**src/tmrocp_pkg.sv**
```systemverilog
// constants of the timer output compare and one-pulse block
package tmrocp_pkg;
   // ------------------------------------------------------------
   // register byte addresses
   // ------------------------------------------------------------
   localparam logic [7:0] ADDR_CTL_ONE = 8'h00;
   localparam logic [7:0] ADDR_CTL_TWO = 8'h04;
   localparam logic [7:0] ADDR_FLAGS = 8'h08;
   localparam logic [7:0] ADDR_CMP1_HI = 8'h0c;
   localparam logic [7:0] ADDR_CMP1_LO = 8'h10;
   localparam logic [7:0] ADDR_CMP2_HI = 8'h14;
   localparam logic [7:0] ADDR_CMP2_LO = 8'h18;
   localparam logic [7:0] ADDR_CAP1_HI = 8'h1c;
   localparam logic [7:0] ADDR_CAP1_LO = 8'h20;
   localparam logic [7:0] ADDR_CAP2_HI = 8'h24;
   localparam logic [7:0] ADDR_CAP2_LO = 8'h28;
   localparam logic [7:0] ADDR_CNT_HI = 8'h2c;
   localparam logic [7:0] ADDR_CNT_LO = 8'h30;
   // ------------------------------------------------------------
   // field positions, timer_control_one
   // ------------------------------------------------------------
   localparam int C1_CAP_IRQ_EN = 0;
   localparam int C1_CMP_IRQ_EN = 1;
   localparam int C1_CAP1_EDGE = 2;
   localparam int C1_CAP2_EDGE = 3;
   localparam int C1_LEVEL1 = 4;
   localparam int C1_LEVEL2 = 5;
   localparam int C1_FORCE1 = 6;
   localparam int C1_FORCE2 = 7;
   // ------------------------------------------------------------
   // field positions, timer_control_two
   // ------------------------------------------------------------
   localparam int C2_PIN_EN1 = 0;
   localparam int C2_PIN_EN2 = 1;
   localparam int C2_ONE_PULSE = 2;
   localparam int C2_PWM = 3;
   localparam int C2_PRESC_LO = 4;
   localparam int C2_EXT_EDGE = 6;
   // ------------------------------------------------------------
   // flag positions, timer_flags_register
   // ------------------------------------------------------------
   localparam int F_CAP1 = 0;
   localparam int F_CAP2 = 1;
   localparam int F_CMP1 = 2;
   localparam int F_CMP2 = 3;
   // ------------------------------------------------------------
   // reset values and counts
   // ------------------------------------------------------------
   localparam logic [15:0] CMP_RESET = 16'h8000;
   localparam logic [15:0] CNT_RELOAD = 16'hfffc;
   localparam logic [7:0] CTL_ONE_RESET = 8'h00;
   localparam logic [7:0] CTL_TWO_RESET = 8'h00;
   localparam logic [1:0] PRESC_DIV2 = 2'h0;
   localparam logic [1:0] PRESC_DIV4 = 2'h1;
   localparam logic [1:0] PRESC_DIV8 = 2'h2;
   localparam logic [1:0] PRESC_EXT = 2'h3;
   localparam logic [2:0] DIV2_MASK = 3'h1;
   localparam logic [2:0] DIV4_MASK = 3'h3;
   localparam logic [2:0] DIV8_MASK = 3'h7;
   localparam logic [1:0] RESP_OKAY = 2'h0;
   localparam logic [1:0] RESP_SLVERR = 2'h2;
endpackage

```
**src/tmrocp_top.sv**
```systemverilog
// output compare and one-pulse logic of a 16-bit timer, axi4-lite slave
`timescale 1ns/10ps
`default_nettype none
// How it works
// - two 16-bit compares checked every timer tick
// - compare registers software only, reset 8000h
// - match sets flag, drives level on pin
// - compare pin latches low during reset
// - irq needs enable set and mask clear
// - compare flag clears: status read, low access
// - high byte write inhibits compare until low
// - pin disabled: no level, irq still possible
// - flag and pin applied when counter equals
// - tick is clock/2, /4, /8 or external
// - force copies level to pin, no flag
// - force ignored in one-pulse or pwm
// - one-pulse select uses capture1 and compare1
// - trigger: capture, reload fffc, during level, flag
// - trigger flag requests irq when enabled
// - capture flag clears: status read, low access
// - compare1 equal in one-pulse: after level
// - one-pulse never sets compare flag one
// - pwm and one-pulse both set: pwm wins
// - one-pulse: capture two still works normally
// - one-pulse: channel two drives no pin
// - counter counts up, reloads only fffc
// - capture one edge from control one bit
module tmrocp_top (
   // clock and reset
   input wire logic sys_clk_i,
   input wire logic reset_i,
   // axi4-lite write
   input wire logic [7:0] s_axi_awaddr_i,
   input wire logic s_axi_awvalid_i,
   output logic s_axi_awready_o,
   input wire logic [31:0] s_axi_wdata_i,
   input wire logic [3:0] s_axi_wstrb_i,
   input wire logic s_axi_wvalid_i,
   output logic s_axi_wready_o,
   output logic [1:0] s_axi_bresp_o,
   output logic s_axi_bvalid_o,
   input wire logic s_axi_bready_i,
   // axi4-lite read
   input wire logic [7:0] s_axi_araddr_i,
   input wire logic s_axi_arvalid_i,
   output logic s_axi_arready_o,
   output logic [31:0] s_axi_rdata_o,
   output logic [1:0] s_axi_rresp_o,
   output logic s_axi_rvalid_o,
   input wire logic s_axi_rready_i,
   // timer pins
   input wire logic capture_input_one_i,
   input wire logic capture_input_two_i,
   input wire logic ext_clk_i,
   output logic [1:0] compare_output_pin_o,
   output logic [1:0] compare_output_pin_oe_o,
   // interrupt
   input wire logic global_irq_mask_i,
   output logic timer_irq_o
);
   // ------------------------------------------------------------
   // declarations
   // ------------------------------------------------------------
   logic aw_got_q, w_got_q;
   logic [7:0] aw_addr_q;
   logic [7:0] w_byte_q;
   logic w_lane_q;
   logic wr_fire;
   logic rd_fire;
   logic [7:0] ctl_one_q, ctl_two_q;
   logic [15:0] cmp1_q, cmp2_q, cap1_q, cap2_q, cnt_q, cnt_inc;
   logic [1:0] inhibit_q;
   logic [3:0] flag_q, arm_q, flag_set, flag_clr;
   logic [2:0] div_q, div_mask;
   logic [2:0] sync_q [3];
   logic [2:0] stab_q, rise, fall;
   logic tick, cnt_lo_wr, opm_sel, pwm_sel, opm_act;
   logic cap1_evt, cap2_evt, opm_trig, match1, match2;
   logic force1, force2;
   logic [1:0] pin_q;
   logic [31:0] rd_data;
   logic rd_ok;

   assign wr_fire = aw_got_q && w_got_q && !s_axi_bvalid_o;
   assign rd_fire = s_axi_arvalid_i && s_axi_arready_o;
   assign opm_sel = ctl_two_q[tmrocp_pkg::C2_ONE_PULSE];
   assign pwm_sel = ctl_two_q[tmrocp_pkg::C2_PWM];
   assign opm_act = opm_sel && !pwm_sel;
   assign cnt_lo_wr = wr_fire && w_lane_q && (aw_addr_q == tmrocp_pkg::ADDR_CNT_LO);

   // ------------------------------------------------------------
   // axi4-lite write channel
   // ------------------------------------------------------------
   always_ff @(posedge sys_clk_i or posedge reset_i) begin
      if (reset_i) begin
         aw_got_q <= 1'b0;
         aw_addr_q <= 8'h00;
      end else if (s_axi_awvalid_i && s_axi_awready_o) begin
         aw_got_q <= 1'b1;
         aw_addr_q <= s_axi_awaddr_i;
      end else if (s_axi_bvalid_o && s_axi_bready_i) begin
         aw_got_q <= 1'b0;
      end
   end

   always_ff @(posedge sys_clk_i or posedge reset_i) begin
      if (reset_i) begin
         w_got_q <= 1'b0;
         w_byte_q <= 8'h00;
         w_lane_q <= 1'b0;
      end else if (s_axi_wvalid_i && s_axi_wready_o) begin
         w_got_q <= 1'b1;
         w_byte_q <= s_axi_wdata_i[7:0];
         w_lane_q <= s_axi_wstrb_i[0];
      end else if (s_axi_bvalid_o && s_axi_bready_i) begin
         w_got_q <= 1'b0;
      end
   end

   always_ff @(posedge sys_clk_i or posedge reset_i) begin
      if (reset_i) begin
         s_axi_awready_o <= 1'b0;
         s_axi_wready_o <= 1'b0;
      end else begin
         s_axi_awready_o <= !aw_got_q && !(s_axi_awvalid_i && s_axi_awready_o);
         s_axi_wready_o <= !w_got_q && !(s_axi_wvalid_i && s_axi_wready_o);
      end
   end

   always_ff @(posedge sys_clk_i or posedge reset_i) begin
      if (reset_i) begin
         s_axi_bvalid_o <= 1'b0;
         s_axi_bresp_o <= tmrocp_pkg::RESP_OKAY;
      end else if (wr_fire) begin
         s_axi_bvalid_o <= 1'b1;
         s_axi_bresp_o <= (aw_addr_q > tmrocp_pkg::ADDR_CNT_LO || aw_addr_q[1:0] != 2'h0)
                          ? tmrocp_pkg::RESP_SLVERR : tmrocp_pkg::RESP_OKAY;
      end else if (s_axi_bready_i) begin
         s_axi_bvalid_o <= 1'b0;
      end
   end

   // ------------------------------------------------------------
   // control registers; force bits are write-one pulses
   // ------------------------------------------------------------
   always_ff @(posedge sys_clk_i or posedge reset_i) begin
      if (reset_i) begin
         ctl_one_q <= tmrocp_pkg::CTL_ONE_RESET;
         ctl_two_q <= tmrocp_pkg::CTL_TWO_RESET;
         force1 <= 1'b0;
         force2 <= 1'b0;
      end else begin
         force1 <= 1'b0;
         force2 <= 1'b0;
         if (wr_fire && w_lane_q && aw_addr_q == tmrocp_pkg::ADDR_CTL_ONE) begin
            ctl_one_q <= {2'h0, w_byte_q[5:0]};
            force1 <= w_byte_q[tmrocp_pkg::C1_FORCE1];
            force2 <= w_byte_q[tmrocp_pkg::C1_FORCE2];
         end else if (wr_fire && w_lane_q && aw_addr_q == tmrocp_pkg::ADDR_CTL_TWO) begin
            ctl_two_q <= {1'b0, w_byte_q[6:0]};
         end
      end
   end

   // ------------------------------------------------------------
   // compare values and high-byte inhibit
   // ------------------------------------------------------------
   always_ff @(posedge sys_clk_i or posedge reset_i) begin
      if (reset_i) begin
         cmp1_q <= tmrocp_pkg::CMP_RESET;
         cmp2_q <= tmrocp_pkg::CMP_RESET;
         inhibit_q <= 2'h0;
      end else if (wr_fire && w_lane_q) begin
         if (aw_addr_q == tmrocp_pkg::ADDR_CMP1_HI) begin
            cmp1_q[15:8] <= w_byte_q;
            inhibit_q[0] <= 1'b1;
         end else if (aw_addr_q == tmrocp_pkg::ADDR_CMP1_LO) begin
            cmp1_q[7:0] <= w_byte_q;
            inhibit_q[0] <= 1'b0;
         end else if (aw_addr_q == tmrocp_pkg::ADDR_CMP2_HI) begin
            cmp2_q[15:8] <= w_byte_q;
            inhibit_q[1] <= 1'b1;
         end else if (aw_addr_q == tmrocp_pkg::ADDR_CMP2_LO) begin
            cmp2_q[7:0] <= w_byte_q;
            inhibit_q[1] <= 1'b0;
         end
      end
   end

   // ------------------------------------------------------------
   // pin synchronisers: capture one, capture two, external clock
   // ------------------------------------------------------------
   for (genvar g = 0; g < 3; g++) begin : g_sync
      logic pin_in;
      assign pin_in = (g == 0) ? capture_input_one_i :
                      (g == 1) ? capture_input_two_i : ext_clk_i;
      always_ff @(posedge sys_clk_i or posedge reset_i) begin
         if (reset_i) begin
            sync_q[g] <= 3'h0;
            stab_q[g] <= 1'b0;
         end else begin
            sync_q[g] <= {sync_q[g][1:0], pin_in};
            if (sync_q[g][1] == sync_q[g][2]) begin
               stab_q[g] <= sync_q[g][2];
            end
         end
      end
      assign rise[g] = (sync_q[g][1] == sync_q[g][2]) && sync_q[g][2] && !stab_q[g];
      assign fall[g] = (sync_q[g][1] == sync_q[g][2]) && !sync_q[g][2] && stab_q[g];
   end

   // ------------------------------------------------------------
   // timer tick and counter
   // ------------------------------------------------------------
   always_ff @(posedge sys_clk_i or posedge reset_i) begin
      if (reset_i) begin
         div_q <= 3'h0;
      end else begin
         div_q <= div_q + 3'h1;
      end
   end

   always_comb begin
      div_mask = tmrocp_pkg::DIV8_MASK;
      tick = 1'b0;
      if (ctl_two_q[5:4] == tmrocp_pkg::PRESC_DIV2) begin
         div_mask = tmrocp_pkg::DIV2_MASK;
      end else if (ctl_two_q[5:4] == tmrocp_pkg::PRESC_DIV4) begin
         div_mask = tmrocp_pkg::DIV4_MASK;
      end
      if (ctl_two_q[5:4] == tmrocp_pkg::PRESC_EXT) begin
         tick = ctl_two_q[tmrocp_pkg::C2_EXT_EDGE] ? rise[2] : fall[2];
      end else begin
         tick = ((div_q & div_mask) == div_mask);
      end
   end

   assign cnt_inc = cnt_q + 16'h0001;
   assign cap1_evt = (ctl_one_q[tmrocp_pkg::C1_CAP1_EDGE] ? rise[0] : fall[0])
                     && !pwm_sel;
   assign cap2_evt = ctl_one_q[tmrocp_pkg::C1_CAP2_EDGE] ? rise[1] : fall[1];
   assign opm_trig = cap1_evt && opm_act;

   always_ff @(posedge sys_clk_i or posedge reset_i) begin
      if (reset_i) begin
         cnt_q <= tmrocp_pkg::CNT_RELOAD;
      end else if (cnt_lo_wr || opm_trig) begin
         cnt_q <= tmrocp_pkg::CNT_RELOAD;
      end else if (tick) begin
         cnt_q <= cnt_inc;
      end
   end

   // match marks the edge at which the counter becomes equal
   assign match1 = tick && !cnt_lo_wr && !opm_trig && !inhibit_q[0]
                   && (cnt_inc == cmp1_q);
   assign match2 = tick && !cnt_lo_wr && !opm_trig && !inhibit_q[1]
                   && (cnt_inc == cmp2_q);

   // ------------------------------------------------------------
   // capture registers
   // ------------------------------------------------------------
   always_ff @(posedge sys_clk_i or posedge reset_i) begin
      if (reset_i) begin
         cap1_q <= 16'h0000;
         cap2_q <= 16'h0000;
      end else begin
         if (cap1_evt) begin
            cap1_q <= cnt_q;
         end
         if (cap2_evt) begin
            cap2_q <= cnt_q;
         end
      end
   end

   // ------------------------------------------------------------
   // flags: set wins over clear
   // ------------------------------------------------------------
   assign flag_set[tmrocp_pkg::F_CAP1] = cap1_evt;
   assign flag_set[tmrocp_pkg::F_CAP2] = cap2_evt;
   assign flag_set[tmrocp_pkg::F_CMP1] = match1 && !opm_sel && !pwm_sel;
   assign flag_set[tmrocp_pkg::F_CMP2] = match2 && !pwm_sel;

   // low-byte access by read or write, after the status read armed it
   always_comb begin
      flag_clr = 4'h0;
      if (wr_fire && w_lane_q) begin
         flag_clr[tmrocp_pkg::F_CMP1] = aw_addr_q == tmrocp_pkg::ADDR_CMP1_LO;
         flag_clr[tmrocp_pkg::F_CMP2] = aw_addr_q == tmrocp_pkg::ADDR_CMP2_LO;
         flag_clr[tmrocp_pkg::F_CAP1] = aw_addr_q == tmrocp_pkg::ADDR_CAP1_LO;
         flag_clr[tmrocp_pkg::F_CAP2] = aw_addr_q == tmrocp_pkg::ADDR_CAP2_LO;
      end
      if (rd_fire) begin
         flag_clr[tmrocp_pkg::F_CMP1] |= s_axi_araddr_i == tmrocp_pkg::ADDR_CMP1_LO;
         flag_clr[tmrocp_pkg::F_CMP2] |= s_axi_araddr_i == tmrocp_pkg::ADDR_CMP2_LO;
         flag_clr[tmrocp_pkg::F_CAP1] |= s_axi_araddr_i == tmrocp_pkg::ADDR_CAP1_LO;
         flag_clr[tmrocp_pkg::F_CAP2] |= s_axi_araddr_i == tmrocp_pkg::ADDR_CAP2_LO;
      end
      flag_clr = flag_clr & arm_q;
   end

   always_ff @(posedge sys_clk_i or posedge reset_i) begin
      if (reset_i) begin
         flag_q <= 4'h0;
         arm_q <= 4'h0;
      end else begin
         flag_q <= flag_set | (flag_q & ~flag_clr);
         if (rd_fire && s_axi_araddr_i == tmrocp_pkg::ADDR_FLAGS) begin
            arm_q <= (arm_q & ~flag_clr) | flag_q;
         end else begin
            arm_q <= arm_q & ~flag_clr;
         end
      end
   end

   // ------------------------------------------------------------
   // compare pin latches
   // ------------------------------------------------------------
   always_ff @(posedge sys_clk_i or posedge reset_i) begin
      if (reset_i) begin
         pin_q <= 2'h0;
      end else begin
         if (ctl_two_q[tmrocp_pkg::C2_PIN_EN1]) begin
            if (opm_trig) begin
               pin_q[0] <= ctl_one_q[tmrocp_pkg::C1_LEVEL2];
            end else if (match1) begin
               pin_q[0] <= ctl_one_q[tmrocp_pkg::C1_LEVEL1];
            end else if (force1 && !opm_sel && !pwm_sel) begin
               pin_q[0] <= ctl_one_q[tmrocp_pkg::C1_LEVEL1];
            end
         end
         if (ctl_two_q[tmrocp_pkg::C2_PIN_EN2] && !opm_act) begin
            if (match2) begin
               pin_q[1] <= ctl_one_q[tmrocp_pkg::C1_LEVEL2];
            end else if (force2 && !opm_sel && !pwm_sel) begin
               pin_q[1] <= ctl_one_q[tmrocp_pkg::C1_LEVEL2];
            end
         end
      end
   end

   always_ff @(posedge sys_clk_i or posedge reset_i) begin
      if (reset_i) begin
         compare_output_pin_o <= 2'h0;
         compare_output_pin_oe_o <= 2'h0;
      end else begin
         compare_output_pin_o <= pin_q;
         compare_output_pin_oe_o <= {ctl_two_q[tmrocp_pkg::C2_PIN_EN2] && !opm_act,
                                     ctl_two_q[tmrocp_pkg::C2_PIN_EN1]};
      end
   end

   // ------------------------------------------------------------
   // interrupt request
   // ------------------------------------------------------------
   always_ff @(posedge sys_clk_i or posedge reset_i) begin
      if (reset_i) begin
         timer_irq_o <= 1'b0;
      end else begin
         timer_irq_o <= !global_irq_mask_i &&
            ((ctl_one_q[tmrocp_pkg::C1_CMP_IRQ_EN] && (flag_q[2] || flag_q[3])) ||
             (ctl_one_q[tmrocp_pkg::C1_CAP_IRQ_EN] && (flag_q[0] || flag_q[1])));
      end
   end

   // ------------------------------------------------------------
   // axi4-lite read channel
   // ------------------------------------------------------------
   always_comb begin
      rd_data = 32'h0000_0000;
      rd_ok = 1'b1;
      if (s_axi_araddr_i == tmrocp_pkg::ADDR_CTL_ONE) begin
         rd_data[7:0] = ctl_one_q;
      end else if (s_axi_araddr_i == tmrocp_pkg::ADDR_CTL_TWO) begin
         rd_data[7:0] = ctl_two_q;
      end else if (s_axi_araddr_i == tmrocp_pkg::ADDR_FLAGS) begin
         rd_data[3:0] = flag_q;
      end else if (s_axi_araddr_i == tmrocp_pkg::ADDR_CMP1_HI) begin
         rd_data[7:0] = cmp1_q[15:8];
      end else if (s_axi_araddr_i == tmrocp_pkg::ADDR_CMP1_LO) begin
         rd_data[7:0] = cmp1_q[7:0];
      end else if (s_axi_araddr_i == tmrocp_pkg::ADDR_CMP2_HI) begin
         rd_data[7:0] = cmp2_q[15:8];
      end else if (s_axi_araddr_i == tmrocp_pkg::ADDR_CMP2_LO) begin
         rd_data[7:0] = cmp2_q[7:0];
      end else if (s_axi_araddr_i == tmrocp_pkg::ADDR_CAP1_HI) begin
         rd_data[7:0] = cap1_q[15:8];
      end else if (s_axi_araddr_i == tmrocp_pkg::ADDR_CAP1_LO) begin
         rd_data[7:0] = cap1_q[7:0];
      end else if (s_axi_araddr_i == tmrocp_pkg::ADDR_CAP2_HI) begin
         rd_data[7:0] = cap2_q[15:8];
      end else if (s_axi_araddr_i == tmrocp_pkg::ADDR_CAP2_LO) begin
         rd_data[7:0] = cap2_q[7:0];
      end else if (s_axi_araddr_i == tmrocp_pkg::ADDR_CNT_HI) begin
         rd_data[7:0] = cnt_q[15:8];
      end else if (s_axi_araddr_i == tmrocp_pkg::ADDR_CNT_LO) begin
         rd_data[7:0] = cnt_q[7:0];
      end else begin
         rd_ok = 1'b0;
      end
   end

   always_ff @(posedge sys_clk_i or posedge reset_i) begin
      if (reset_i) begin
         s_axi_arready_o <= 1'b0;
         s_axi_rvalid_o <= 1'b0;
         s_axi_rdata_o <= 32'h0000_0000;
         s_axi_rresp_o <= tmrocp_pkg::RESP_OKAY;
      end else if (rd_fire) begin
         s_axi_arready_o <= 1'b0;
         s_axi_rvalid_o <= 1'b1;
         s_axi_rdata_o <= rd_data;
         s_axi_rresp_o <= rd_ok ? tmrocp_pkg::RESP_OKAY : tmrocp_pkg::RESP_SLVERR;
      end else if (s_axi_rvalid_o) begin
         if (s_axi_rready_i) begin
            s_axi_rvalid_o <= 1'b0;
            s_axi_arready_o <= 1'b1;
         end
      end else begin
         s_axi_arready_o <= 1'b1;
      end
   end
endmodule // tmrocp_top
`default_nettype wire

```
**config.mk**
```make
export PLATFORM = sky130hd
export DESIGN_NAME = tmrocp_top
export DESIGN_NICKNAME = d
export VERILOG_FILES = /design/src/tmrocp_pkg.sv /design/src/tmrocp_top.sv
export SDC_FILE = /design/constraint.sdc
export NUM_CORES = 1
export LEC_CHECK = 0
export ABC_AREA = 1
export CAP_MARGIN = 30
export CORE_ASPECT_RATIO = 1.5
export CORE_UTILIZATION = 60
export DETAILED_ROUTE_END_ITERATION = 10
export DONT_BUFFER_PORTS = 1
export PLACE_DENSITY = 0.83
export SYNTH_ARGS = -nofsm -noshare
export SYNTH_HDL_FRONTEND = slang
export SYNTH_SLANG_ARGS = --single-unit
export TNS_END_PERCENT = 50
```
**constraint.sdc**
```tcl
create_clock -name sys_clk_i -period 5.2 [get_ports sys_clk_i]
set_clock_uncertainty 0.2 [all_clocks]
set_input_delay 0.26 -clock sys_clk_i [delete_from_list [all_inputs] [get_ports sys_clk_i]]
set_output_delay 0.26 -clock sys_clk_i [all_outputs]
set_load 0.005 [all_outputs]
```
==> out/qor.json, run 1 <==
{
  "fin_worst_hold_slack_ns": 0.0653,
  "cell_count_along_the_critical_path": 14,
  "synth-warning-count": 0,
  "synth_area_leaders": "sky130_fd_sc_hd__dfrtp_1, sky130_fd_sc_hd__nand2_1, sky130_fd_sc_hd__o21ai_0, sky130_fd_sc_hd__dfstp_2, sky130_fd_sc_hd__inv_1",
  "final_min_period_over_clock_period_pct": 58.1,
  "depth_of_the_worst_hold_timing_path": 6,
  "cts_repair_resize_count": 0,
  "tritoncts_num_sinks": 161,
  "path_common_cell": "sky130_fd_sc_hd__nand2_1",
  "number_of_flops_mapped_to_enable_cells_by_yosys": 0,
  "timing.setup.critical_path_class": "flop to flop",
  "synthCells": 1022,
  "final-setup-viol-count": 0,
  "io_pins": 109,
  "layout.cell_area.non_filler_um2": 9050,
  "worst_setup_path_end_kind": "flop",
  "vias_per_cell": 5.75,
  "share_of_synthesized_area_occupied_by_flip_flops_and_latches_pct": 50.0,
  "grt_max_degree": 73,
  "antenna_left": 0,
  "required_time_of_the_critical_path_ns": 5.34,
  "detailed_place_hpwl_mm": 15.1,
  "most_common_cell_in_the_synthesized_netlist": "sky130_fd_sc_hd__nand2_1",
  "port_buffers": 0,
  "synth_area_um2": 8100,
  "worst_slew_margin_rel_pct": 36.9,
  "async_reset_ff_share_pct": 100,
  "reg2reg_from": "cnt_q[0]",
  "rsz0062_at_grt": "no",
  "floorplan.die_area_um2": 14000,
  "slew_viol_final": 0,
  "floorplan.die.width_um": 96.8,
  "worst_r2r_endpoint": "pin_q[1]",
  "hold_path_startpoint": "s_axi_araddr_i[5]",
  "drt-initial-drc-count": 608,
  "antenna_violations_before_repair": 0,
  "vdd.ir_drop.worst_mv": 0.354,
  "combinationalPowerShare_pct": 30.1,
  "max_cap_viols": 0,
  "timing.setup.tns_ns": 0,
  "post-cts-setup-buffer-count": 0,
  "proportion_of_power_drawn_by_the_clock_network_pct": 27.2,
  "rr_worst_depth": 14,
  "path_buf_inv": 0,
  "timing.critical_path.max_delay_family": "simple AND/OR/NAND/NOR gates",
  "startpoint_kind_of_the_worst_setup_timing_path": "flop",
  "worstPathCellList": "ha_1, nand2_1, nor2_2, nand4_1, nand2_1, nand2_1, nand2_1, nand3_1, nor2_1, nand4_1, nand2_1, nand2_1, nand2_1, nand2_1",
  "drc": 0,
  "seq_power_share_pct": 42.6,
  "fp.coreArea_um2": 13100,
  "drt_pre_antenna_iters": 6,
  "design.final.nets": 1124,
  "leakagePower_nw": 4.30,
  "placement_rows": 51,
  "netSwitchingFraction_pct": 40.0,
  "number_of_global_route_vias_before_repair": 6774,
  "clk_root_buffer_cell": "sky130_fd_sc_hd__clkbuf_16",
  "wirelength_mm": 21.3,
  "internal_power_mw": 2.76,
  "via_count": 7039,
  "ys_seq_elements": 161,
  "reg2reg_slack_ns": 2.18,
  "worst_path_largest_cell_delay_ns": 0.66,
  "synth.distinct_cells": 37,
  "syn_avg_cell_area_um2": 7.92,
  "grt_util_all_layers_pct": 31.6,
  "timing_hold_violations_final": 0,
  "yosys.area.top_type": "sky130_fd_sc_hd__dfrtp_1",
  "cts-buffers-inserted": 17,
  "floorplan.initialDensity_pct": 61.9,
  "area_growth_syn_to_layout_pct": 11.8,
  "post-route-min-period_ns": 3.02,
  "post-synth-top-area-fraction_pct": 44.8,
  "synth.cells.most_frequent": "sky130_fd_sc_hd__nand2_1, sky130_fd_sc_hd__dfrtp_1, sky130_fd_sc_hd__o21ai_0, sky130_fd_sc_hd__inv_1, sky130_fd_sc_hd__nor2_1",
  "hold-path-endpoint": "s_axi_rdata_o[4]",
  "switching_power_mw": 1.84,
  "cp_max_stage_cell": "sky130_fd_sc_hd__dfrtp_1",
  "grt_first_pass_wirelength_mm": 33.9,
  "fmaxAchievable_mhz": 331,
  "outcome": "finished, final reports clean",
  "arrival_ns": 3.16,
  "grt_overflow_total": 0,
  "clockBufferDepth": 2,
  "worst_setup_hold_path_clk_slew_ns": 0.07,
  "hp-class": "input port to flop",
  "dpl-instance-area_um2": 8150,
  "power_density_nw_per_um2": 509,
  "antenna-diode-count": 0,
  "globalplace.congestion": 0.987,
  "wire_per_inst_um": 17.4,
  "clk_latency_ns": 0.44,
  "die_y_um": 144,
  "synth_flop_cell": "sky130_fd_sc_hd__dfrtp_1",
  "timing_worst_slew_pin_value_ns": 0.943,
  "path_max_fanout": 11,
  "cts_tree": "built",
  "drive_gt1_share_pct": 7.79,
  "clock_tree.htree_level_count": 4
}
power groups by stage:
stage,combinational (mW),sequential (mW),clock (mW)
floorplan,1.03,1.86,0
global placement,1.26,1.95,0
detailed placement,1.30,1.96,0
CTS,1.36,1.95,1.26
global route,1.56,2.00,1.30
finish,1.39,1.96,1.25
registers in the layout, summed over array words and instances, names as in the netlist, 4 cells and up:
| register | flops |
|---|---|
| ctl_two_q | 7 |
| sync_q | 9 |
| aw_addr_q | 8 |
| cap1_q | 16 |
| cmp1_q | 16 |
| cap2_q | 16 |
| s_axi_rdata_o | 8 |
| ctl_one_q | 6 |
| cnt_q | 16 |
| flag_q | 4 |
| cmp2_q | 16 |
| w_byte_q | 8 |
| arm_q | 4 |
how the worst max path moves through the flow:
stage,end,startpoint
2_1_floorplan,arm_q[0],reset_i
3_3_place_gp,pin_q[1],cnt_q[0]
3_5_place_dp,pin_q[1],cnt_q[0]
4_1_cts,pin_q[1],cnt_q[0]
5_1_grt,pin_q[0],cnt_q[0]
6_report,pin_q[1],cnt_q[0]
what timing repair did:
action | CTS | global route
endpoints found under the setup margin | 0 | 0
hold endpoints to repair | 69 | 0
hold buffers | 30 | 0
layer usage:
| layer | GRT usage, % | wire length (µm) | share of wire [%] | vias to the layer above |
|---|---|---|---|---|
| met5 | 0 | 0 | 0 | - |
| met4 | 20.3 | 1390 | 6.5 | 0 |
| met3 | 5.07 | 1340 | 6.3 | 93 |
| met2 | 55.5 | 10800 | 51 | 330 |
| met1 | 35.9 | 7730 | 36 | 3277 |
| li1 | - | - | - | 3339 |
worst register-to-register path, delay by kind of cell (launching register included):
kind | cells | cell delay [ns]
simple gates | 13 | 1.69
flops | 1 | 0.66
fa+ha+maj | 1 | 0.38
area by class of cell:
| type | instances | area (µm²) |
|---|---|---|
| multi-input combinational | 726 | 3440 |
| timing repair buffer | 34 | 330 |
| inverter | 113 | 429 |
| tap | 159 | 199 |
| fill | 1018 | 4030 |
| sequential | 161 | 4050 |
| clock inverter | 15 | 176 |
| clock buffer | 17 | 425 |
placed cells by master, fill, tap and decap left out, types with 17 or more instances in the layout:
cell type                       count
sky130_fd_sc_hd__conb_1            26
sky130_fd_sc_hd__dfrtp_1          145
sky130_fd_sc_hd__nand2_1          311
sky130_fd_sc_hd__dlygate4sd3_1     30
sky130_fd_sc_hd__clkbuf_16         17
sky130_fd_sc_hd__nand3_1           48
sky130_fd_sc_hd__nor2_1            63
sky130_fd_sc_hd__o21ai_0          111
sky130_fd_sc_hd__a21oi_1           38
sky130_fd_sc_hd__inv_1            105
cells by family after synthesis:
group / count (synthesis) / share of synthesized area, %
buf+inv: 160 / 8.72
flops: 161 / 50.0
simple gates: 486 / 25.4
compound gates: 191 / 12.8
other cells: 1 / 0.0463
fa+ha+maj: 8 / 1.24
xor+xnor: 15 / 1.79
per-stage QoR:
step	power, mW	instances	util, %	setup WS, ns
floorplan	2.89	1047	-	0.418
global placement	3.21	1163	62.3	2.33
detailed placement	3.27	1163	62.3	2.31
CTS	4.56	1225	69.2	2.31
global route	4.87	1225	69.2	1.97
finish	4.60	1225	69.2	2.18
Power figures use the tool's default switching activity.
==> run 2: changes to the inputs <==
==> constraint.sdc (replaced) <==
create_clock -name sys_clk_i -period 3.1 [get_ports sys_clk_i]
set_clock_uncertainty 0.2 [all_clocks]
set_input_delay 0.155 -clock sys_clk_i [delete_from_list [all_inputs] [get_ports sys_clk_i]]
set_output_delay 0.155 -clock sys_clk_i [all_outputs]
set_load 0.005 [all_outputs]
==> out/qor.json, run 2 (synthesis results as in run 1) <==
{
  "arrival": {"value": 2.80, "unit": "ns", "change": "was 3.16 ns"},
  "startpoint_kind_of_the_worst_setup_timing_path": {"value": "flop", "change": "unchanged"},
  "worst_setup_path_startpoint": {"value": "cnt_q[1]", "change": "was cnt_q[0]"},
  "via_count": {"value": 7219, "change": "was 7,039"},
  "leakagePower": {"value": 4.42, "unit": "nW", "change": "was 4.30 nW"},
  "timing.setup.critical_path_class": {"value": "flop to flop", "change": "unchanged"},
  "outcome": {"value": "finished, final reports clean", "change": "unchanged"},
  "timing_worst_slew_pin_value": {"value": 0.716, "unit": "ns", "change": "was 0.943 ns"},
  "drt_pre_antenna_iters": {"value": 7, "change": "was 6"},
  "timing.critical_path.max_delay_family": {"value": "simple AND/OR/NAND/NOR gates", "change": "unchanged"},
  "cts_tree": {"value": "built", "change": "unchanged"},
  "worstPathCellList": {"value": "ha_1, nand2_1, nor2_2, nand2_1, nand2_1, nand2_1, nand2_1, nand2_1, inv_1, nand3_1, nor2_1, nand4_1, nand3_1, nand2_1, nand2_1, nand2_1", "change": "was ha_1, nand2_1, nor2_2, nand4_1, nand2_1, nand2_1, nand2_1, nand3_1, nor2_1, nand4_1, nand2_1, nand2_1, nand2_1, nand2_1"},
  "hp-class": {"value": "input port to flop", "change": "unchanged"},
  "antenna_violations_before_repair": {"value": 0, "change": "unchanged"},
  "worst_path_largest_cell_delay": {"value": 0.40, "unit": "ns", "change": "was 0.66 ns"},
  "worst_setup_hold_path_clk_slew": {"value": 0.07, "unit": "ns", "change": "about the same"},
  "path_common_cell": {"value": "sky130_fd_sc_hd__nand2_1", "change": "unchanged"},
  "path_buf_inv": {"value": 1, "change": "was 0"},
  "die_y": {"value": 144, "unit": "µm", "change": "unchanged"},
  "post-cts-setup-buffer-count": {"value": 0, "change": "unchanged"},
  "area_growth_syn_to_layout": {"value": 15.3, "unit": "%", "change": "was 11.8%"},
  "most_common_library_cell_in_the_layout_ignoring_fill_and_taps": {"value": "sky130_fd_sc_hd__nand2_1", "change": "unchanged"},
  "cell_count_along_the_critical_path": {"value": 16, "change": "was 14"},
  "rsz0062_at_grt": {"value": "no", "change": "unchanged"},
  "antenna_left": {"value": 0, "change": "unchanged"},
  "grt_max_degree": {"value": 48, "change": "was 73"},
  "cts-buffers-inserted": {"value": 17, "change": "unchanged"},
  "drt-initial-drc-count": {"value": 560, "change": "was 608"},
  "max_cap_viols": {"value": 0, "change": "unchanged"},
  "post-route-min-period": {"value": 2.66, "unit": "ns", "change": "was 3.02 ns"},
  "clock_tree.htree_level_count": {"value": 4, "change": "unchanged"},
  "grt_util_all_layers": {"value": 33.2, "unit": "%", "change": "was 31.6%"},
  "vdd.ir_drop.worst": {"value": 0.610, "unit": "mV", "change": "was 0.354 mV"},
  "depth_of_the_worst_hold_timing_path": {"value": 4, "change": "was 6"},
  "fmaxAchievable": {"value": 376, "unit": "MHz", "change": "was 331 MHz"},
  "final_min_period_over_clock_period": {"value": 85.9, "unit": "%", "change": "was 58.1%"},
  "wire_per_inst": {"value": 17.8, "unit": "µm", "change": "was 17.4 µm"},
  "fin_worst_hold_slack": {"value": 0.0398, "unit": "ns", "change": "was 0.0653 ns"},
  "final-setup-viol-count": {"value": 0, "change": "unchanged"},
  "clockBufferDepth": {"value": 2, "change": "unchanged"},
  "timing.setup.tns": {"value": 0, "unit": "ns", "change": "unchanged"},
  "most-common-layout-cells": {"value": "sky130_fd_sc_hd__nand2_1, sky130_fd_sc_hd__dfrtp_1, sky130_fd_sc_hd__o21ai_0, sky130_fd_sc_hd__inv_1, sky130_fd_sc_hd__nor2_1", "change": "unchanged"},
  "placement_rows": {"value": 51, "change": "unchanged"},
  "clk_latency": {"value": 0.45, "unit": "ns", "change": "was 0.44 ns"},
  "worst_slew_margin_rel": {"value": 52.2, "unit": "%", "change": "was 36.9%"},
  "reg2reg_slack": {"value": 0.44, "unit": "ns", "change": "was 2.18 ns"},
  "vias_per_cell": {"value": 5.77, "change": "was 5.75"},
  "power_density": {"value": 843, "unit": "nW/µm²", "change": "was 509 nW/µm²"},
  "timing.critical_path.to": {"value": "pin_q[0]", "change": "was pin_q[1]"},
  "drive_gt1_share": {"value": 8.51, "unit": "%", "change": "was 7.79%"},
  "detailed_place_hpwl": {"value": 15.6, "unit": "mm", "change": "was 15.1 mm"},
  "number_of_global_route_vias_before_repair": {"value": 6953, "change": "was 6,774"},
  "clk_root_buffer_cell": {"value": "sky130_fd_sc_hd__clkbuf_16", "change": "unchanged"},
  "cp_max_stage_cell": {"value": "sky130_fd_sc_hd__dfrtp_1", "change": "unchanged"},
  "rr_worst_depth": {"value": 16, "change": "was 14"},
  "floorplan.initialDensity": {"value": 61.9, "unit": "%", "change": "unchanged"},
  "floorplan.die.width": {"value": 96.8, "unit": "µm", "change": "unchanged"},
  "drc": {"value": 0, "change": "unchanged"},
  "port_buffers": {"value": 0, "change": "unchanged"},
  "antenna-diode-count": {"value": 0, "change": "unchanged"},
  "slew_viol_final": {"value": 0, "change": "unchanged"},
  "reg2reg_from": {"value": "cnt_q[1]", "change": "was cnt_q[0]"},
  "required_time_of_the_critical_path": {"value": 3.24, "unit": "ns", "change": "was 5.34 ns"},
  "cts_repair_resize_count": {"value": 0, "change": "unchanged"},
  "timing_hold_violations_final": {"value": 0, "change": "unchanged"},
  "globalplace.congestion": {"value": 0.978, "change": "was 0.987"},
  "floorplan.die_area": {"value": 14000, "unit": "µm²", "change": "unchanged"},
  "grt_first_pass_wirelength": {"value": 35.2, "unit": "mm", "change": "was 33.9 mm"},
  "design.final.nets": {"value": 1151, "change": "was 1,124"},
  "fp.coreArea": {"value": 13100, "unit": "µm²", "change": "unchanged"},
  "io_pins": {"value": 109, "change": "unchanged"},
  "worst_setup_path_end_kind": {"value": "flop", "change": "unchanged"},
  "path_max_fanout": {"value": 6, "change": "was 11"},
  "worst_r2r_endpoint": {"value": "pin_q[0]", "change": "was pin_q[1]"},
  "tritoncts_num_sinks": {"value": 161, "change": "unchanged"},
  "grt_overflow_total": {"value": 0, "change": "unchanged"},
  "wirelength": {"value": 22.3, "unit": "mm", "change": "was 21.3 mm"}
}
-- run 2: cell types whose count changed in the layout (fill, tap and decap cells not counted), sizes merged --
cell         delta
clkinvlp        +3
inv             -3
buf            +10
dlygate4sd3    +17
-- run 2: worst register-to-register path: stages (launching register included) --
cell,delay (ns)
sky130_fd_sc_hd__dfrtp_1,0.40
sky130_fd_sc_hd__ha_1,0.28
sky130_fd_sc_hd__nand2_1,0.11
sky130_fd_sc_hd__nor2_2,0.25
sky130_fd_sc_hd__nand2_1,0.11
sky130_fd_sc_hd__nand2_1,0.10
sky130_fd_sc_hd__nand2_1,0.12
sky130_fd_sc_hd__nand2_1,0.09
sky130_fd_sc_hd__nand2_1,0.05
sky130_fd_sc_hd__inv_1,0.05
sky130_fd_sc_hd__nand3_1,0.06
sky130_fd_sc_hd__nor2_1,0.16
sky130_fd_sc_hd__nand4_1,0.21
sky130_fd_sc_hd__nand3_1,0.18
sky130_fd_sc_hd__nand2_1,0.07
sky130_fd_sc_hd__nand2_1,0.06
sky130_fd_sc_hd__nand2_1,0.05
-- run 2: repair_timing --
item	in CTS	in global routing
endpoints found under the setup margin	0	0
hold endpoints to repair	187	0
hold buffers	47	0
-- run 2: where the power goes --
| group | leakage (nW) | internal, mW | switching, mW |
|---|---|---|---|
| Clock | 0.284 | 1.08 | 1.01 |
| Combinational | 2.09 | 0.859 | 1.64 |
| Sequential | 2.04 | 2.78 | 0.496 |
-- run 2: routing by layer --
layer	part of all wire, %	vias to the layer above	routed length, µm	track usage, %
met4	6.2	0	1390	23.4
met3	5.6	98	1240	6.67
met1	37	3435	8170	36.7
met2	51	308	11500	57.6
met5	0	-	0	0
li1	-	3378	-	-
-- run 2: stage by stage --
| stage | area [µm²] | util, % | instances | total power, mW | setup WS (ns) |
|---|---|---|---|---|---|
| after global placement | 8250 | 63.1 | 1172 | 5.44 | 0.583 |
| final | 9340 | 71.4 | 1252 | 7.87 | 0.437 |
| after CTS | 9340 | 71.4 | 1252 | 7.77 | 0.529 |
| after detailed placement | 8270 | 63.2 | 1173 | 5.53 | 0.585 |
| after global routing | 9340 | 71.4 | 1252 | 8.30 | 0.166 |
| after floorplan | 8190 | - | 1047 | 4.85 | 0.715 |
-- run 2: how the worst min path moves through the flow --
stage	startpoint	to	slack, ns
after CTS	s_axi_araddr_i[3]	arm_q[3]	0.03
after global placement	capture_input_one_i	sync_q[6]	-0.01
after global routing	capture_input_one_i	sync_q[6]	0.05
after floorplan	ext_clk_i	sync_q[0]	-0.01
final	s_axi_araddr_i[3]	arm_q[3]	0.04
after detailed placement	reset_i	w_byte_q[6]	-0.27
-- run 2: cell type report --
type                    instances  area, µm²
flip-flops and latches        161       4050
fillers                       981       3750
multi-input cells             726       3440
repair buffers                 61        626
inverters                     113        428
clock buffers                  17        425
well taps                     159        199
clock inverters                15        166
==> run 3: changes to the inputs <==
--- a/config.mk
+++ b/config.mk
@@ -8,7 +8,7 @@
 export ABC_AREA = 1
 export CAP_MARGIN = 30
 export CORE_ASPECT_RATIO = 1.5
-export CORE_UTILIZATION = 60
+export CORE_UTILIZATION = 58
 export DETAILED_ROUTE_END_ITERATION = 10
 export DONT_BUFFER_PORTS = 1
 export PLACE_DENSITY = 0.83
==> constraint.sdc (replaced) <==
create_clock -name sys_clk_i -period 2.2 [get_ports sys_clk_i]
set_clock_uncertainty 0.2 [all_clocks]
set_input_delay 0.11 -clock sys_clk_i [delete_from_list [all_inputs] [get_ports sys_clk_i]]
set_output_delay 0.11 -clock sys_clk_i [all_outputs]
set_load 0.005 [all_outputs]
==> out/qor.json, run 3 (synthesis results as in run 1) <==
{
  "timing.setup.tns": {"value": -0.805, "unit": "ns", "change": "was 0 ns"},
  "vdd.ir_drop.worst": {"value": 0.810, "unit": "mV", "change": "was 0.610 mV"},
  "io_pins": {"value": 109, "change": "unchanged"},
  "antenna_violations_before_repair": {"value": 0, "change": "unchanged"},
  "startpoint_kind_of_the_worst_setup_timing_path": {"value": "flop", "change": "unchanged"},
  "rsz0062_at_grt": {"value": "yes", "change": "was no"},
  "depth_of_the_worst_hold_timing_path": {"value": 4, "change": "unchanged"},
  "detailed_place_hpwl": {"value": 16.6, "unit": "mm", "change": "was 15.6 mm"},
  "worst_slew_margin_rel": {"value": 57.7, "unit": "%", "change": "was 52.2%"},
  "grt_max_degree": {"value": 85, "change": "was 48"},
  "clockBufferDepth": {"value": 2, "change": "unchanged"},
  "timing_worst_slew_pin_value": {"value": 0.634, "unit": "ns", "change": "was 0.716 ns"},
  "worst_setup_path_end_kind": {"value": "flop", "change": "unchanged"},
  "worst_r2r_endpoint": {"value": "pin_q[1]", "change": "was pin_q[0]"},
  "floorplan.die.width": {"value": 98.5, "unit": "µm", "change": "was 96.8 µm"},
  "port_buffers": {"value": 0, "change": "unchanged"},
  "proportion_of_power_drawn_by_the_clock_network": {"value": 24.8, "unit": "%", "change": "was 26.5%"},
  "wire_per_inst": {"value": 19.1, "unit": "µm", "change": "was 17.8 µm"},
  "slew_viol_final": {"value": 0, "change": "unchanged"},
  "antenna_left": {"value": 0, "change": "unchanged"},
  "path_max_fanout": {"value": 4, "change": "was 6"},
  "dpl_worst_slack": {"value": -0.175, "unit": "ns", "change": "was 0.585 ns"},
  "drt_pre_antenna_iters": {"value": 8, "change": "was 7"},
  "number_of_global_route_vias_before_repair": {"value": 7689, "change": "was 6,953"},
  "final-setup-viol-count": {"value": 4, "change": "was 0"},
  "floorplan.initialDensity": {"value": 59.8, "unit": "%", "change": "was 61.9%"},
  "hp-class": {"value": "input port to flop", "change": "unchanged"},
  "vias_per_cell": {"value": 5.99, "change": "was 5.77"},
  "required_time_of_the_critical_path": {"value": 2.34, "unit": "ns", "change": "was 3.24 ns"},
  "reg2reg_from": {"value": "cnt_q[6]", "change": "was cnt_q[1]"},
  "design.final.nets": {"value": 1206, "change": "was 1,151"},
  "cts_tree": {"value": "built", "change": "unchanged"},
  "grt_util_all_layers": {"value": 35.6, "unit": "%", "change": "was 33.2%"},
  "finalWorstSetupSlack": {"value": -0.284, "unit": "ns", "change": "was 0.437 ns"},
  "combinationalPowerShare": {"value": 36.7, "unit": "%", "change": "was 31.8%"},
  "switching_power": {"value": 4.90, "unit": "mW", "change": "was 3.15 mW"},
  "grt_first_pass_wirelength": {"value": 38.9, "unit": "mm", "change": "was 35.2 mm"},
  "fmaxAchievable": {"value": 403, "unit": "MHz", "change": "was 376 MHz"},
  "clk_root_buffer_cell": {"value": "sky130_fd_sc_hd__clkbuf_16", "change": "unchanged"},
  "leakagePower": {"value": 4.76, "unit": "nW", "change": "was 4.42 nW"},
  "antenna-diode-count": {"value": 0, "change": "unchanged"},
  "fin_worst_hold_slack": {"value": 0.0174, "unit": "ns", "change": "was 0.0398 ns"},
  "final_min_period_over_clock_period": {"value": 113, "unit": "%", "change": "was 85.9%"},
  "die_y": {"value": 147, "unit": "µm", "change": "was 144 µm"},
  "worst_setup_hold_path_clk_slew": {"value": 0.08, "unit": "ns", "change": "was 0.07 ns"},
  "drt-initial-drc-count": {"value": 833, "change": "was 560"},
  "clk_latency": {"value": 0.44, "unit": "ns", "change": "was 0.45 ns"},
  "internal_power": {"value": 7.29, "unit": "mW", "change": "was 4.72 mW"},
  "grt_overflow_total": {"value": 0, "change": "unchanged"},
  "seq_power_share": {"value": 38.4, "unit": "%", "change": "was 41.7%"},
  "netSwitchingFraction": {"value": 40.2, "unit": "%", "change": "was 40.0%"},
  "fp.coreArea": {"value": 13500, "unit": "µm²", "change": "was 13,100 µm²"},
  "hold_path_startpoint": {"value": "s_axi_araddr_i[3]", "change": "unchanged"},
  "most_common_library_cell_in_the_layout_ignoring_fill_and_taps": {"value": "sky130_fd_sc_hd__nand2_1", "change": "unchanged"},
  "area_growth_syn_to_layout": {"value": 23.4, "unit": "%", "change": "was 15.3%"},
  "timing.setup.critical_path_class": {"value": "flop to flop", "change": "unchanged"},
  "placement_rows": {"value": 52, "change": "was 51"},
  "wirelength": {"value": 25.1, "unit": "mm", "change": "was 22.3 mm"},
  "failing_checks": "negative setup slack",
  "post-route-min-period": {"value": 2.48, "unit": "ns", "change": "was 2.66 ns"},
  "hold-path-endpoint": {"value": "arm_q[3]", "change": "unchanged"},
  "cts-buffers-inserted": {"value": 17, "change": "unchanged"},
  "rr_worst_depth": {"value": 12, "change": "was 16"},
  "via_count": {"value": 7845, "change": "was 7,219"},
  "fin_total_pwr": {"value": 12.2, "unit": "mW", "change": "was 7.87 mW"},
  "outcome": {"value": "complete, but fails checks", "change": "was finished, final reports clean"},
  "reg2reg_slack": {"value": -0.28, "unit": "ns", "change": "was 0.44 ns"},
  "max_cap_viols": {"value": 0, "change": "unchanged"},
  "timing_hold_violations_final": {"value": 0, "change": "unchanged"},
  "most-common-layout-cells": {"value": "sky130_fd_sc_hd__nand2_1, sky130_fd_sc_hd__dfrtp_1, sky130_fd_sc_hd__o21ai_0, sky130_fd_sc_hd__inv_1, sky130_fd_sc_hd__buf_4", "change": "was sky130_fd_sc_hd__nand2_1, sky130_fd_sc_hd__dfrtp_1, sky130_fd_sc_hd__o21ai_0, sky130_fd_sc_hd__inv_1, sky130_fd_sc_hd__nor2_1"},
  "floorplan.die_area": {"value": 14400, "unit": "µm²", "change": "was 14,000 µm²"},
  "globalplace.congestion": {"value": 0.994, "change": "was 0.978"},
  "drc": {"value": 0, "change": "unchanged"},
  "power_density": {"value": 1220, "unit": "nW/µm²", "change": "was 843 nW/µm²"},
  "arrival": {"value": 2.62, "unit": "ns", "change": "was 2.80 ns"},
  "tritoncts_num_sinks": {"value": 161, "change": "unchanged"},
  "fillers": {"value": 932, "change": "was 981"},
  "clock_tree.htree_level_count": {"value": 4, "change": "unchanged"},
  "drive_gt1_share": {"value": 17.6, "unit": "%", "change": "was 8.51%"}
}
[run 3: cell count changes in the layout (fill, tap and decap cells not counted), moves of 8 or more]
cell / change
sky130_fd_sc_hd__nand2_1: -22
sky130_fd_sc_hd__nor2_1: -9
sky130_fd_sc_hd__nand2_4: +10
sky130_fd_sc_hd__nor2_4: +8
sky130_fd_sc_hd__nand2_2: +12
sky130_fd_sc_hd__buf_4: +58
[run 3: power by group through the flow]
stage	Combinational (mW)	Sequential, mW	Clock (mW)
floorplan	2.43	4.40	0
global placement	3.58	4.58	0
finish	4.48	4.68	3.03
global route	4.85	4.76	3.16
detailed placement	3.69	4.59	0
CTS	3.95	4.59	3.03
[run 3: how the worst max path moves through the flow]
stage / startpoint / endpoint / slack, ns
after CTS: cnt_q[4] / pin_q[1] / -0.12
after global placement: cnt_q[4] / pin_q[1] / -0.11
after global routing: cnt_q[5] / pin_q[1] / -0.43
after detailed placement: cnt_q[4] / pin_q[0] / -0.17
final: cnt_q[6] / pin_q[1] / -0.28
after floorplan: reset_i / arm_q[0] / -0.14
[run 3: worst max-delay path, cell delays in order, from the launching register on]
cell and delay, ns:
sky130_fd_sc_hd__dfstp_2 0.61, sky130_fd_sc_hd__nand2_4 0.10, sky130_fd_sc_hd__nor2_4 0.23, sky130_fd_sc_hd__nand4_1 0.19, sky130_fd_sc_hd__nand2_2 0.14, sky130_fd_sc_hd__xor2_1 0.20
sky130_fd_sc_hd__nand2_1 0.11, sky130_fd_sc_hd__nor2_2 0.14, sky130_fd_sc_hd__nand4_1 0.17, sky130_fd_sc_hd__nand2_1 0.14, sky130_fd_sc_hd__nand2_1 0.06, sky130_fd_sc_hd__nand2_1 0.06
sky130_fd_sc_hd__nand2_1 0.05
[run 3: metal layers]
metal	global-route usage [%]	vias up	wire (µm)
met4	29.3	0	2200
li1	-	3492	-
met5	0	-	0
met3	6.42	160	1780
met2	59.4	489	12500
met1	39.5	3704	8560
[run 3: stage by stage]
| stage | util, % | instance area (µm²) | cells |
|---|---|---|---|
| after floorplan | - | 8190 | 1047 |
| after global placement | 63.9 | 8650 | 1229 |
| after detailed placement | 63.9 | 8650 | 1229 |
| after CTS | 72.1 | 9750 | 1304 |
| after global routing | 73.8 | 9990 | 1310 |
| final | 73.8 | 9990 | 1310 |
[run 3: cell type report]
class | instances | area [µm²] | share of cell area [%]
Timing Repair Buffer | 116 | 1020 | 10.2
Sequential cell | 161 | 4050 | 40.5
Clock inverter | 15 | 185 | 1.85
Tap cell | 162 | 203 | 2.03
Inverter | 113 | 428 | 4.28
Multi-Input combinational cell | 726 | 3680 | 36.8
Clock buffer | 17 | 425 | 4.26
[run 3: what timing repair did]
item,in CTS,in global routing
hold buffers,41,0
setup endpoints to repair,4,22
pin swaps,6,29
gates resized for setup,19,56
endpoints found under the hold margin,193,0
setup buffers,2,7
